File: src/design/hw_watchdog_defines.vh
// Notes on behaviour
// - Inactive after any reset until armed
// - Arm by writing 1e then e1 to restart
// - Armed counter advances every machine cycle
// - Armed stays armed; only resets disarm
// - Default timeout overflow at 3fff resets device
// - Key sequence while armed clears the count
// - Restart write-only; counter not software visible
// - Overflow drives 96-period high reset pulse
// - Seven-stage prescaler lengthens the timeout
// - Select field sets 2^(14+sel)-1 cycle timeout
// - Reset clears select field to zero
// - Machine cycle is twelve oscillator periods
// - Stops in power-down; waits interrupt pin high
`ifndef HW_WATCHDOG_DEFINES_VH
`define HW_WATCHDOG_DEFINES_VH

// Register indices; byte address is four times the index
`define WDOG_IDX_RESTART 8'ha6
`define WDOG_IDX_PROGRAM 8'ha7
`define WDOG_IDX_STATUS 8'ha8

// Key bytes
`define WDOG_KEY_FIRST 8'h1e
`define WDOG_KEY_SECOND 8'he1

// Program register fields
`define WDOG_SEL_LSB 0
`define WDOG_SEL_MSB 2
`define WDOG_SEL_RESET 3'h0

// Status register fields
`define WDOG_ST_ARMED 0
`define WDOG_ST_KEY_HALF 1
`define WDOG_ST_HOLD 2
`define WDOG_ST_PULSE 3

// Counter structure
`define WDOG_BASE_BITS 14
`define WDOG_PRESCALE_BITS 7
`define WDOG_COUNT_BITS 21

// Timing: the clock is the oscillator, so one period per clock
`define WDOG_CLK_PER_TOSC 1
`define WDOG_MC_TOSC 12
`define WDOG_MC_CYCLES (`WDOG_MC_TOSC * `WDOG_CLK_PER_TOSC)
`define WDOG_PULSE_TOSC 96
`define WDOG_PULSE_CYCLES (`WDOG_PULSE_TOSC * `WDOG_CLK_PER_TOSC)

`endif

File: src/design/watchdog_unit.v
`timescale 1ns/10ps
`include "hw_watchdog_defines.vh"

module watchdog_unit #(
    parameter AW = 12,
    parameter MC_DIV = `WDOG_MC_CYCLES,
    parameter PULSE_LEN = `WDOG_PULSE_CYCLES
) (
    input wire clock,
    input wire rstn,
    input wire psel,
    input wire penable,
    input wire pwrite,
    input wire [AW-1:0] paddr,
    input wire [31:0] pwdata,
    output reg [31:0] prdata,
    output reg pready,
    output reg pslverr,
    input wire power_down,
    input wire ext_int_n,
    output wire reset_pin
);

    localparam CB = `WDOG_COUNT_BITS;

    // Bus decode
    wire [AW-3:0] word_addr;
    wire aligned;
    wire hit_restart;
    wire hit_program;
    wire hit_status;
    wire hit_any;
    wire setup_phase;
    wire access_done;
    wire wr_done;
    wire [7:0] wbyte;

    assign word_addr = paddr[AW-1:2];
    assign aligned = (paddr[1:0] == 2'h0);
    assign hit_restart = aligned &&
        (word_addr == {{(AW-10){1'b0}}, `WDOG_IDX_RESTART});
    assign hit_program = aligned &&
        (word_addr == {{(AW-10){1'b0}}, `WDOG_IDX_PROGRAM});
    assign hit_status = aligned &&
        (word_addr == {{(AW-10){1'b0}}, `WDOG_IDX_STATUS});
    assign hit_any = hit_restart || hit_program || hit_status;
    assign setup_phase = psel && !penable && !pready;
    assign access_done = psel && penable && pready;
    assign wr_done = access_done && pwrite && !pslverr;
    assign wbyte = pwdata[7:0];

    // Control state
    reg armed_q;
    reg armed_d;
    reg key_half_q;
    reg key_half_d;
    reg [2:0] sel_q;
    reg [2:0] sel_d;
    reg hold_q;
    reg hold_d;
    reg [3:0] mc_div_q;
    reg [3:0] mc_div_d;
    reg [CB-1:0] count_q;
    reg [CB-1:0] count_d;
    reg fire_q;
    reg fire_d;

    wire pulse_busy;
    wire mc_tick;
    wire count_en;
    wire restart_write;
    wire key_ok;
    wire [CB-1:0] limit;
    wire [CB-1:0] count_inc;
    wire [4:0] span;

    assign restart_write = wr_done && hit_restart;
    assign key_ok = restart_write && key_half_q && (wbyte == `WDOG_KEY_SECOND);
    assign mc_tick = (mc_div_q == MC_DIV[3:0] - 4'h1) && !power_down;
    assign count_en = armed_q && !hold_q && !power_down;
    assign count_inc = count_q + {{(CB-1){1'b0}}, 1'b1};
    assign span = 5'd14 + {2'h0, sel_q};

    // Limit mask: ones below bit 14+sel, i.e. 2^(14+sel)-1
    genvar gi;
    generate
        for (gi = 0; gi < CB; gi = gi + 1) begin : g_limit
            localparam [4:0] IDX = gi;
            assign limit[gi] = (IDX < span);
        end
    endgenerate

    // Machine-cycle divider; frozen while the oscillator is stopped
    always @* begin
        mc_div_d = mc_div_q;
        if (power_down) begin
            mc_div_d = mc_div_q;
        end else if (mc_tick) begin
            mc_div_d = 4'h0;
        end else begin
            mc_div_d = mc_div_q + 4'h1;
        end
    end

    // Power-down hold until the wake interrupt pin returns high
    always @* begin
        hold_d = hold_q;
        if (power_down) begin
            hold_d = 1'b1;
        end else if (ext_int_n) begin
            hold_d = 1'b0;
        end
    end

    // Key sequence tracking
    always @* begin
        key_half_d = key_half_q;
        if (restart_write) begin
            key_half_d = (wbyte == `WDOG_KEY_FIRST);
        end
        if (pulse_busy || fire_q) begin
            key_half_d = 1'b0;
        end
    end

    // Arming: never cleared by software
    always @* begin
        armed_d = armed_q;
        if (key_ok) begin
            armed_d = 1'b1;
        end
        if (pulse_busy || fire_q) begin
            armed_d = 1'b0;
        end
    end

    // Timeout select; reserved bits are not stored
    always @* begin
        sel_d = sel_q;
        if (wr_done && hit_program) begin
            sel_d = pwdata[`WDOG_SEL_MSB:`WDOG_SEL_LSB];
        end
        if (pulse_busy || fire_q) begin
            sel_d = `WDOG_SEL_RESET;
        end
    end

    // Counter and overflow
    always @* begin
        count_d = count_q;
        fire_d = 1'b0;
        if (key_ok) begin
            count_d = {CB{1'b0}};
        end else if (count_en && mc_tick) begin
            if (count_inc == limit) begin
                fire_d = 1'b1;
                count_d = {CB{1'b0}};
            end else begin
                count_d = count_inc;
            end
        end
        if (pulse_busy || fire_q) begin
            count_d = {CB{1'b0}};
            fire_d = 1'b0;
        end
    end

    always @(posedge clock or negedge rstn) begin
        if (!rstn) begin
            armed_q <= 1'b0;
            key_half_q <= 1'b0;
            sel_q <= `WDOG_SEL_RESET;
            hold_q <= 1'b0;
            mc_div_q <= 4'h0;
            count_q <= {CB{1'b0}};
            fire_q <= 1'b0;
        end else begin
            armed_q <= armed_d;
            key_half_q <= key_half_d;
            sel_q <= sel_d;
            hold_q <= hold_d;
            mc_div_q <= mc_div_d;
            count_q <= count_d;
            fire_q <= fire_d;
        end
    end

    // APB slave: answer in the first access cycle
    reg [31:0] rdata_d;
    reg err_d;

    always @* begin
        rdata_d = 32'h0;
        err_d = !hit_any;
        if (hit_program) begin
            rdata_d[`WDOG_SEL_MSB:`WDOG_SEL_LSB] = sel_q;
        end
        if (hit_status) begin
            rdata_d[`WDOG_ST_ARMED] = armed_q;
            rdata_d[`WDOG_ST_KEY_HALF] = key_half_q;
            rdata_d[`WDOG_ST_HOLD] = hold_q;
            rdata_d[`WDOG_ST_PULSE] = pulse_busy;
            err_d = pwrite;
        end
        if (hit_restart && !pwrite) begin
            rdata_d = 32'h0;
        end
    end

    always @(posedge clock or negedge rstn) begin
        if (!rstn) begin
            prdata <= 32'h0;
            pready <= 1'b0;
            pslverr <= 1'b0;
        end else if (setup_phase) begin
            prdata <= pwrite ? 32'h0 : rdata_d;
            pready <= 1'b1;
            pslverr <= err_d;
        end else begin
            prdata <= 32'h0;
            pready <= 1'b0;
            pslverr <= 1'b0;
        end
    end

    reset_pulse_gen #(
        .LEN(PULSE_LEN),
        .CW(7)
    ) u_pulse (
        .clock(clock),
        .rstn(rstn),
        .fire(fire_q),
        .pulse_q(reset_pin)
    );

    assign pulse_busy = reset_pin;

endmodule

File: src/design/reset_pulse_gen.v
`timescale 1ns/10ps
`include "hw_watchdog_defines.vh"

module reset_pulse_gen #(
    parameter LEN = `WDOG_PULSE_CYCLES,
    parameter CW = 7
) (
    input wire clock,
    input wire rstn,
    input wire fire,
    output reg pulse_q
);

    reg [CW-1:0] left_q;
    reg [CW-1:0] left_d;
    reg pulse_d;

    always @* begin
        left_d = left_q;
        pulse_d = pulse_q;
        if (fire && !pulse_q) begin
            left_d = LEN[CW-1:0] - {{(CW-1){1'b0}}, 1'b1};
            pulse_d = 1'b1;
        end else if (pulse_q) begin
            if (left_q == {CW{1'b0}}) begin
                pulse_d = 1'b0;
            end else begin
                left_d = left_q - {{(CW-1){1'b0}}, 1'b1};
            end
        end
    end

    always @(posedge clock or negedge rstn) begin
        if (!rstn) begin
            left_q <= {CW{1'b0}};
            pulse_q <= 1'b0;
        end else begin
            left_q <= left_d;
            pulse_q <= pulse_d;
        end
    end

endmodule

File: config.mk
export PLATFORM = sky130hd
export DESIGN_NAME = watchdog_unit
export DESIGN_NICKNAME = d
export VERILOG_FILES = /design/src/design/watchdog_unit.v /design/src/design/reset_pulse_gen.v
export VERILOG_INCLUDE_DIRS = /design/src /design/src/design
export SDC_FILE = /design/constraint.sdc
export NUM_CORES = 1
export LEC_CHECK = 0
export BUFFER_PORTS_ARGS = -buffer_cell sky130_fd_sc_hd__buf_2
export CAP_MARGIN = 20
export CORE_AREA = 2 2 81 83
export DETAILED_ROUTE_END_ITERATION = 10
export DIE_AREA = 0 0 83 85
export PLACE_DENSITY = 0.84
export SYNTH_ARGS = -nofsm -noshare
export SYNTH_HDL_FRONTEND = slang
export SYNTH_SLANG_ARGS = --single-unit
File: constraint.sdc
create_clock -name clock -period 5.3 [get_ports clock]
set_input_delay 0 -clock clock [delete_from_list [all_inputs] [get_ports clock]]
set_output_delay 0 -clock clock [all_outputs]
set_load 0.01 [all_outputs]
==> results of run 1 <==
[timing repair]
action                                 in CTS  in global routing
endpoints found under the hold margin      51                  0
setup endpoints to repair                   0                  0
gates resized for setup                     0                  0
hold buffers                                7                  0
[logic make-up (layout without fill, tap and decap cells)]
group	after synthesis	in the layout	share of synthesized area
other	1	28	0.00108
adder cells (fa/ha/maj)	11	11	0.0396
buffers and inverters	72	70	0.112
AND/OR/NAND/NOR	180	180	0.287
XOR/XNOR	16	16	0.0443
AO/OA/AOI/OAI	85	85	0.161
flip-flops	46	46	0.331
multiplexers	8	8	0.0238
[layer usage]
| metal | up-vias | global-route usage | share of wire |
|---|---|---|---|
| met4 | 0 | 0.0954 | 0.019 |
| met1 | 1454 | 0.275 | 0.42 |
| met2 | 116 | 0.386 | 0.50 |
| met3 | 11 | 0.0399 | 0.060 |
| li1 | 1482 | - | - |
| met5 | - | 0 | 0 |
[power by group through the flow]
| stage | Combinational [W] | Sequential, W | Clock [W] |
|---|---|---|---|
| 3_5_place_dp | 0.0000734 | 0.000386 | 0 |
| 4_1_cts | 0.0000774 | 0.000379 | 0.000284 |
| 3_3_place_gp | 0.0000692 | 0.000384 | 0 |
| 5_1_grt | 0.0000903 | 0.000382 | 0.000301 |
| 6_report | 0.0000784 | 0.000379 | 0.000278 |
| 2_1_floorplan | 0.0000615 | 0.000383 | 0 |
[cell usage in the layout, fill, tap and decap left out, types with 6 or more instances in the layout]
master	count
ha_1	11
nor2_1	37
dlygate4sd3_1	7
dfrtp_1	46
inv_1	20
nor4_1	6
nand3_1	20
nand2_1	34
o21ai_0	13
nor3_1	20
a22oi_1	7
nand2b_1	6
a31oi_1	12
nor2b_1	6
mux2i_1	6
conb_1	28
xnor2_1	12
a21oi_1	25
buf_2	33
and3_1	8
[final cells by class]
class / instances / area (µm²) / area share
repair buffers: 42 / 263 / 0.0703
clock inverters: 3 / 48.8 / 0.0131
clock buffers: 5 / 68.8 / 0.0184
flip-flops and latches: 46 / 1150 / 0.308
inverters: 20 / 75.1 / 0.0201
well taps: 77 / 96.3 / 0.0258
multi-input cells: 328 / 2030 / 0.544
[per-stage QoR]
stage / utilization / setup WS, ps / cells / power, W
after floorplan: - / 2320 / 446 / 0.000445
after global placement: 0.569 / 1810 / 505 / 0.000454
after detailed placement: 0.569 / 1710 / 505 / 0.000460
after CTS: 0.599 / 1660 / 520 / 0.000741
after global routing: 0.602 / 1320 / 521 / 0.000773
final: 0.602 / 1640 / 521 / 0.000736
[sequential cells by signal, indices dropped and copies added, names as in the netlist]
register,cells
prdata,4
hold_q,1
key_half_q,1
u_pulse.pulse_q,1
fire_q,1
mc_div_q,4
u_pulse.left_q,7
armed_q,1
pready,1
count_q,21
sel_q,3
pslverr,1
[path summary, 6_finish.rpt]
kind                       cells past startpoint               from  slack [ps]           endpoint
max                                            9         count_q[1]        1640         count_q[8]
min                                            3          pwdata[1]          20           sel_q[1]
max reg2reg                                    9         count_q[1]        1640         count_q[8]
min reg2reg                                    1  u_pulse.left_q[0]         510  u_pulse.left_q[0]
max in group asynchronous                      3               rstn        4690         key_half_q
min in group asynchronous                      2               rstn         130         count_q[6]
[worst register-to-register path, stage by stage (launching register included)]
cell and delay, ps:
dfrtp_1 440, ha_1 270, nand4_2 300, nor4_4 490
nand3_1 220, xnor2_1 190, a2111oi_1 720, nand4_4 440
a221oi_1 400, nor2_1 70
==> metrics.txt, run 1 <==
main flop type after synthesis=dfrtp_1; GR Util All Layers=0.223; worst path required time=5480 ps; DR pass1 iterations=4; CP cell instances=ha_1 > nand4_2 > nor4_4 > nand3_1 > xnor2_1 > a2111oi_1 > nand4_4 > a221oi_1 > nor2_1; pwr/cell area=197 nW/µm²; Final Hold Fails=0; port bufs=33; # diodes=0; CP arrival=3840 ps; Worst setup EP type=register; H-tree depth=2; final worst-path cycle share=0.690; cell taking the most area after synthesis=dfrtp_1; power share of the combinational group=0.106; max-slew violations=0; vias in the first global route=2930; Slew HR=0.492; final setup vio count=0; P_sw=0.000191 W; ys async rst share=1.00; Hold Crit Class=in2reg; Vias/cell=5.88; sequential power share=0.515; Worst Tran Pin Value=761 ps; Sw Share=0.260; Post-synth EDFFs=0; die area=7060 µm²; total setup buffers inserted after CTS=0; clock tree sinks=46; Clk pin slew, worst setup/hold paths=100 ps; Seq cells post-synth=46; Core Box Area=6200 µm²; RSZ-0062 raised after global routing=no; Final min period=3660 ps; number of antenna violations at the first check in global routing=0; initial core utilization=0.560; die height=85 µm; HPWL after DPL=5.42 mm; Finished Cell Area=3740 µm²; DRT Wirelength=7.57 mm; maximum VDD drop=138 µV; CTS tree=yes; fillers=521; via count=3063; Ports=86; Final Hold Slack=20.9 ps; Seq/Total Area, Yosys=0.331; gpl congestion=0.857; CP peak stage delay=720 ps; DRC=0; clock power share=0.378; TritonCTS Buffers=5; most frequent cells after synthesis=46 x dfrtp_1, 37 x nor2_1, 34 x nand2_1; mapped cell area=3470 µm²; wire per inst=14.5 µm; Synth warnings=0; Max Fclk=273 MHz; Layout area overhead=7.56%; Pint=0.000545 W; syn_area_per_cell=8.29 µm²; Rows=29; synth top area cells=dfrtp_1 33%, buf_4 6.1%, nor2_1 4.0%, ha_1 4.0%, nand2_1 3.7%; crit path launch type=register; Synth cell types=61; largest net degree at the start of global routing=47; Iteration-0 DRC Markers=252; maximum net fanout on the critical path=19; first-pass GRT wire length=13.2 mm; family with the most delay on the worst path=simple AND/OR/NAND/NOR gates; ratio of cells with drive above 1 in the final layout=0.133; Clock Skew=9.45 ps; GRT Residual Overflow=0; Pleak=1.65 nW; Post-Syn Instances=419; Placed Area=3530 µm²; most common cell in the synthesized netlist=dfrtp_1; max cap viols=0; Max stage delay cell, worst path=a2111oi_1; post-synth top area share=0.331; Skew-Pair Late Insertion Delay=310 ps; WS Path Type=reg2reg; Final ANT Viol Nets=0; Fin Setup TNS=0 ps; Layout Nets=505; Clock Tree Buf Depth=2; Die Wd=83 µm; CP bufs+invs=0; Root Buffer=clkbuf_8; outcome=completed
(Power assumes the default switching activity.)
==> inputs of run 2 (changes only) <==
--- a/config.mk
+++ b/config.mk
@@ -6,12 +6,13 @@
 export SDC_FILE = /design/constraint.sdc
 export NUM_CORES = 1
 export LEC_CHECK = 0
+export ABC_AREA = 1
 export BUFFER_PORTS_ARGS = -buffer_cell sky130_fd_sc_hd__buf_2
 export CAP_MARGIN = 20
-export CORE_AREA = 2 2 81 83
+export CORE_AREA = 2 2 89 91
 export DETAILED_ROUTE_END_ITERATION = 10
-export DIE_AREA = 0 0 83 85
-export PLACE_DENSITY = 0.84
+export DIE_AREA = 0 0 91 93
+export PLACE_DENSITY = 0.77
 export SYNTH_ARGS = -nofsm -noshare
 export SYNTH_HDL_FRONTEND = slang
 export SYNTH_SLANG_ARGS = --single-unit
==> constraint.sdc (replaced) <==
create_clock -name clock -period 3.1 [get_ports clock]
set_input_delay 0 -clock clock [delete_from_list [all_inputs] [get_ports clock]]
set_output_delay 0 -clock clock [all_outputs]
set_load 0.01 [all_outputs]
==> run 2 against run 1 <==
Against the previous run:
- cell area is 8.2% higher
- global-route usage down 1.5 points
- sequential power increased by 68%
- clock power grew 45%
- sequential share of layout area fell by 2.3 points
- via count is 16% higher
- routed wire length rose by 13%
- non-clock buffer count increased by 4
- synthesized cell count up 30%
- critical path depth grew 5
- flip-flop and latch count unchanged
- largest power group unchanged
- highest routed layer unchanged
==> metrics.txt, run 2 <==
CP peak stage delay=440 ps; syn_area_per_cell=6.80 µm²; gpl congestion=0.958; most frequent cells in the layout=126 x nand2_1, 68 x inv_1, 66 x nor2_1; simple-gate share of the synthesized area=0.425; Max Fclk=390 MHz; Synth Area in Compound Gates=0.0681; main flop type after synthesis=dfrtp_1; met2 usage in global routing=0.378; hold path depth=4; multiplexer share of the synthesized area=0; maximum VDD drop=234 µV; RSZ-0062 raised after global routing=no; WHS Endpoint=mc_div_q[3]; Skew-Pair Late Insertion Delay=310 ps; Max stage delay cell, worst path=dfrtp_1; r2r worst-path depth=14; first-pass GRT wire length=14.6 mm; final setup vio count=0; placed cell count=670; Critical R2R Launch=sel_q[1]; Iteration-0 DRC Markers=206; Die Wd=91 µm; ratio of cells with drive above 1 in the final layout=0.148; flop2flop setup slack=540 ps; most frequent cells after synthesis=126 x nand2_1, 68 x inv_1, 66 x nor2_1; die area=8460 µm²; max-slew violations=0; post-cts sizing count=0; worst path required time=3310 ps; post-synthesis adder-cell area fraction=0.0373; CP arrival=2770 ps; area occupied by registers=1150 µm²; Hold Crit Class=in2reg; synth top area cells=dfrtp_1 31%, nand2_1 13%, inv_1 6.9%, nor2_1 6.7%, nand3_1 6.4%; pwr/cell area=287 nW/µm²; Top Registers=count_q (21), u_pulse.left_q (7); Final Hold Fails=0; Clock Tree Buf Depth=2; Reg with most FFs=count_q; Vias/cell=5.18; Post-synth EDFFs=0; Fin Setup TNS=0 ps; maximum net fanout on the critical path=21; final worst-path cycle share=0.827; Rows=32; Layout area overhead=9.56%; met3 GRT Util=0.0330; Post-Syn Instances=543; HPWL after DPL=6.26 mm; gr busiest metal=met2; # diodes=0; max FFs per register=21; Worst setup EP type=register; multi-input logic area=2120 µm²; ys async rst share=1.00; clock tree sinks=46; H-tree depth=2; port bufs=33; most common cell in the synthesized netlist=nand2_1; via count=3563; initial core utilization=0.490; hold buffers post-CTS=9; fillers=758; DR pass1 iterations=5; Clock Skew=4.31 ps; cell taking the most area after synthesis=dfrtp_1; WS Path Type=reg2reg; origin of the worst setup path=sel_q[1]; crit path launch type=register; Ports=86; Synth cell types=37; commonest non-fill, non-tap cell in the layout=nand2_1; Clk pin slew, worst setup/hold paths=100 ps; wire per inst=12.4 µm; GR Layer Usage met1=0.256; post-synth top area share=0.312; Post-Layout Cell Count=688; Layout Nets=647; Hold Path Origin=power_down; number of antenna violations at the first check in global routing=0; Worst Tran Pin Value=711 ps; Synth warnings=0; Root Buffer=clkbuf_8; Seq cells post-synth=46; largest net degree at the start of global routing=47; CP cell instances=inv_1 > ha_1 > inv_1 > nor2_1 > a21oi_1 > inv_1 > nand2_1 > nand2_1 > nor2_1 > nand2_1 > nor2_2 > nand2_2 > nand2_2 > nand2_2; DRT Wirelength=8.53 mm; die height=93 µm; GRT Residual Overflow=0; Slew HR=0.525; Seq/Total Area, Yosys=0.312; outcome=completed; Core Box Area=7530 µm²; DRC=0; TritonCTS Buffers=5; vias in the first global route=3359; mapped cell area=3690 µm²; Pleak=2.05 nW; CTS tree=yes; Final Power=0.00116 W; Worst R2R End=count_q[5]; GR Util All Layers=0.208; Final min period=2560 ps; max cap viols=0; total setup buffers inserted after CTS=0; Final ANT Viol Nets=0; Post-Synth XOR/XNOR Area=0.0142; main combinational cell family by area after synthesis=simple AND/OR/NAND/NOR gates
[run 2: layer usage]
layer / routed length [µm] / vias up / part of all wire
met5: 0 / - / 0
met4: 132 / 0 / 0.015
met3: 504 / 11 / 0.059
met2: 4060 / 114 / 0.48
met1: 3830 / 1656 / 0.45
li1: - / 1782 / -
[run 2: kinds of logic (layout without fill, tap and decap cells)]
logic type / after synthesis / in the layout
buffers and inverters: 107 / 123
other: 1 / 28
AO/OA/AOI/OAI: 44 / 44
XOR/XNOR: 6 / 6
flip-flops: 46 / 46
AND/OR/NAND/NOR: 328 / 328
adder cells (fa/ha/maj): 11 / 11
[run 2: worst max-delay path by stage]
stage / end / slack (ps)
after floorplan: count_q[5] / 1180
after global placement: count_q[5] / 600
after detailed placement: count_q[5] / 560
after CTS: count_q[5] / 530
after global routing: count_q[5] / 250
final: count_q[5] / 540
[run 2: worst max-delay path, delay by kind of cell (launching register included)]
kind            cells  cell delay [ps]
simple gates        9             1160
compound gates      1              270
flops               1              440
buf+inv             3              320
fa+ha+maj           1              260
[run 2: power breakdown]
| group | switching [W] | internal (W) | total, W |
|---|---|---|---|
| clock network | 0.000238 | 0.000164 | 0.000402 |
| logic | 0.0000775 | 0.0000460 | 0.000123 |
| registers | 0.0000117 | 0.000624 | 0.000636 |
[run 2: per-stage QoR]
| stage | cell area (µm²) | hold WS (ps) | util | worst slack [ps] |
|---|---|---|---|---|
| 6_report | 4040 | 26.3 | 0.537 | 535 |
| 5_1_grt | 4040 | 75.9 | 0.537 | 249 |
| 4_1_cts | 4020 | 27.7 | 0.535 | 534 |
| 3_5_place_dp | 3840 | 181 | 0.510 | 558 |
| 3_3_place_gp | 3840 | 181 | 0.510 | 604 |
| 2_1_floorplan | 3790 | -296 | - | 1180 |
[run 2: cell type report]
| cell class | count | share of cell area |
|---|---|---|
| clock inverters | 3 | 0.00557 |
| multi-input cells | 417 | 0.524 |
| repair buffers | 46 | 0.0736 |
| well taps | 102 | 0.0316 |
| clock buffers | 5 | 0.0170 |
| inverters | 69 | 0.0640 |
| flip-flops and latches | 46 | 0.285 |
==> inputs of run 3 (changes only) <==
==> constraint.sdc (replaced) <==
create_clock -name clock -period 2.32 [get_ports clock]
set_input_delay 0 -clock clock [delete_from_list [all_inputs] [get_ports clock]]
set_output_delay 0 -clock clock [all_outputs]
set_load 0.01 [all_outputs]
==> run 3 against run 2 <==
Against the previous run:
- sequential share of layout area decreased by 1.0 points
- clock-buffer cell count unchanged
- die area unchanged
- largest cell class unchanged
- utilization increased by 2.0 points
- critical path depth increased by 1
- clock skew increased by 5.1 ps
- flip-flop and latch count unchanged
- global-route usage about the same
- combinational power increased by 34%
- clock power increased by 55%
- non-clock buffer count increased by 11
- setup slack got worse by 420 ps
==> metrics.txt, run 3 (synthesis results as in run 2) <==
outcome=completed; vias in the first global route=3326; ratio of cells with drive above 1 in the final layout=0.181; Hold Crit Class=in2async; Worst Tran Pin Value=746 ps; Clock Tree Buf Depth=2; Max Fclk=453 MHz; flop2flop setup slack=110 ps; max cap viols=0; Reg with most FFs=count_q; gpl congestion=0.938; Fin Setup TNS=0 ps; Rows=32; Clk pin slew, worst setup/hold paths=90 ps; Slew HR=0.502; RSZ-0062 raised after global routing=yes; die height=93 µm; Die Wd=91 µm; # diodes=0; H-tree depth=2; pwr/cell area=390 nW/µm²; Root Buffer=clkbuf_8; Skew-Pair Late Insertion Delay=310 ps; DRC=0; wire per inst=12.4 µm; die area=8460 µm²; Core Box Area=7530 µm²; via count=3579; final worst-path cycle share=0.951; Clock Skew=9.42 ps; DR pass1 iterations=7; r2r worst-path depth=15; first-pass GRT wire length=14.5 mm; commonest non-fill, non-tap cell in the layout=nand2_1; WS Path Type=reg2reg; Layout area overhead=13.7%; port bufs=33; CP arrival=2400 ps; CTS tree=yes; GR Util All Layers=0.208; clock tree sinks=46; Worst R2R End=count_q[13]; Ports=86; max-slew violations=0; Iteration-0 DRC Markers=193; TritonCTS Buffers=5; maximum VDD drop=320 µV; GRT Residual Overflow=0; Layout Nets=658; Worst setup EP type=register; maximum net fanout on the critical path=11; crit path launch type=register; Final Hold Fails=0; number of antenna violations at the first check in global routing=0; worst path required time=2520 ps; max FFs per register=21; HPWL after DPL=6.41 mm; Vias/cell=5.12; Pleak=2.13 nW; largest net degree at the start of global routing=47; most frequent cells in the layout=123 x nand2_1, 67 x inv_1, 63 x nor2_1; Critical R2R Launch=count_q[0]; Final min period=2210 ps; Final Power=0.00164 W; initial core utilization=0.490; fillers=762; Final ANT Viol Nets=0; DRT Wirelength=8.67 mm; Top Registers=count_q (21), u_pulse.left_q (7); final setup vio count=0
-- run 3: cell types whose count changed in the layout (fill, tap and decap cells not counted), moves of 3 or more --
cell	before	now
nand2_1	126	123
nor2_2	3	6
buf_4	3	12
nor2_1	66	63
nand2_2	27	30
-- run 3: worst max-delay path: stages, from the launching register on --
cell and delay, ps:
dfrtp_1 410, ha_2 230, nand2_2 80, nor2_4 230
nand2_4 110, nor2_8 120, nand2_1 60, nand2_1 70
nand2_1 70, nand2_1 90, nand4_1 100, nor2_1 140
nand2_2 110, buf_12 170, nand2_2 50, nand2_1 40
-- run 3: cell type report --
class | count | area (µm²) | area share
clock buffers | 5 | 68.8 | 0.0164
clock inverters | 3 | 43.8 | 0.0104
inverters | 69 | 259 | 0.0617
multi-input cells | 417 | 2140 | 0.510
flip-flops and latches | 46 | 1150 | 0.274
well taps | 102 | 128 | 0.0304
repair buffers | 57 | 405 | 0.0966
-- run 3: routing by layer --
layer | vias up | share of wire | track usage
met3 | 14 | 0.058 | 0.0274
met4 | 0 | 0.016 | 0.0631
li1 | 1802 | - | -
met2 | 113 | 0.48 | 0.374
met5 | - | 0 | 0
met1 | 1650 | 0.44 | 0.262
-- run 3: how the worst max path moves through the flow --
stage,start,end
floorplan,count_q[0],count_q[5]
global placement,sel_q[2],count_q[9]
detailed placement,sel_q[2],count_q[3]
CTS,sel_q[2],count_q[13]
global route,count_q[0],count_q[13]
finish,count_q[0],count_q[13]
-- run 3: report_power, final --
part / switching (W) / internal, W / total (W) / leakage [nW]
Combinational: 0.000103 / 0.0000621 / 0.000165 / 1.45
Sequential: 0.0000155 / 0.000834 / 0.000850 / 0.629
Clock: 0.000299 / 0.000323 / 0.000623 / 0.0585
Total: 0.000418 / 0.00122 / 0.00164 / 2.13
-- run 3: timing repair --
| action | CTS | global route |
|---|---|---|
| buffers inserted | 0 | 7 |
| endpoints found under the setup margin | 0 | 21 |
| hold buffers | 9 | 0 |
| endpoints found under the hold margin | 53 | 0 |
| resized for setup | 0 | 10 |
-- run 3: through the flow --
step	util	worst slack, ps	cells	area, µm²	hold WS [ps]
3_3_place_gp	0.518	103	674	3900	181
2_1_floorplan	-	399	570	3790	-296
3_5_place_dp	0.518	31.2	674	3900	183
6_report	0.558	113	699	4200	35.0
4_1_cts	0.545	10.2	691	4100	30.6
5_1_grt	0.558	-110	699	4200	32.3
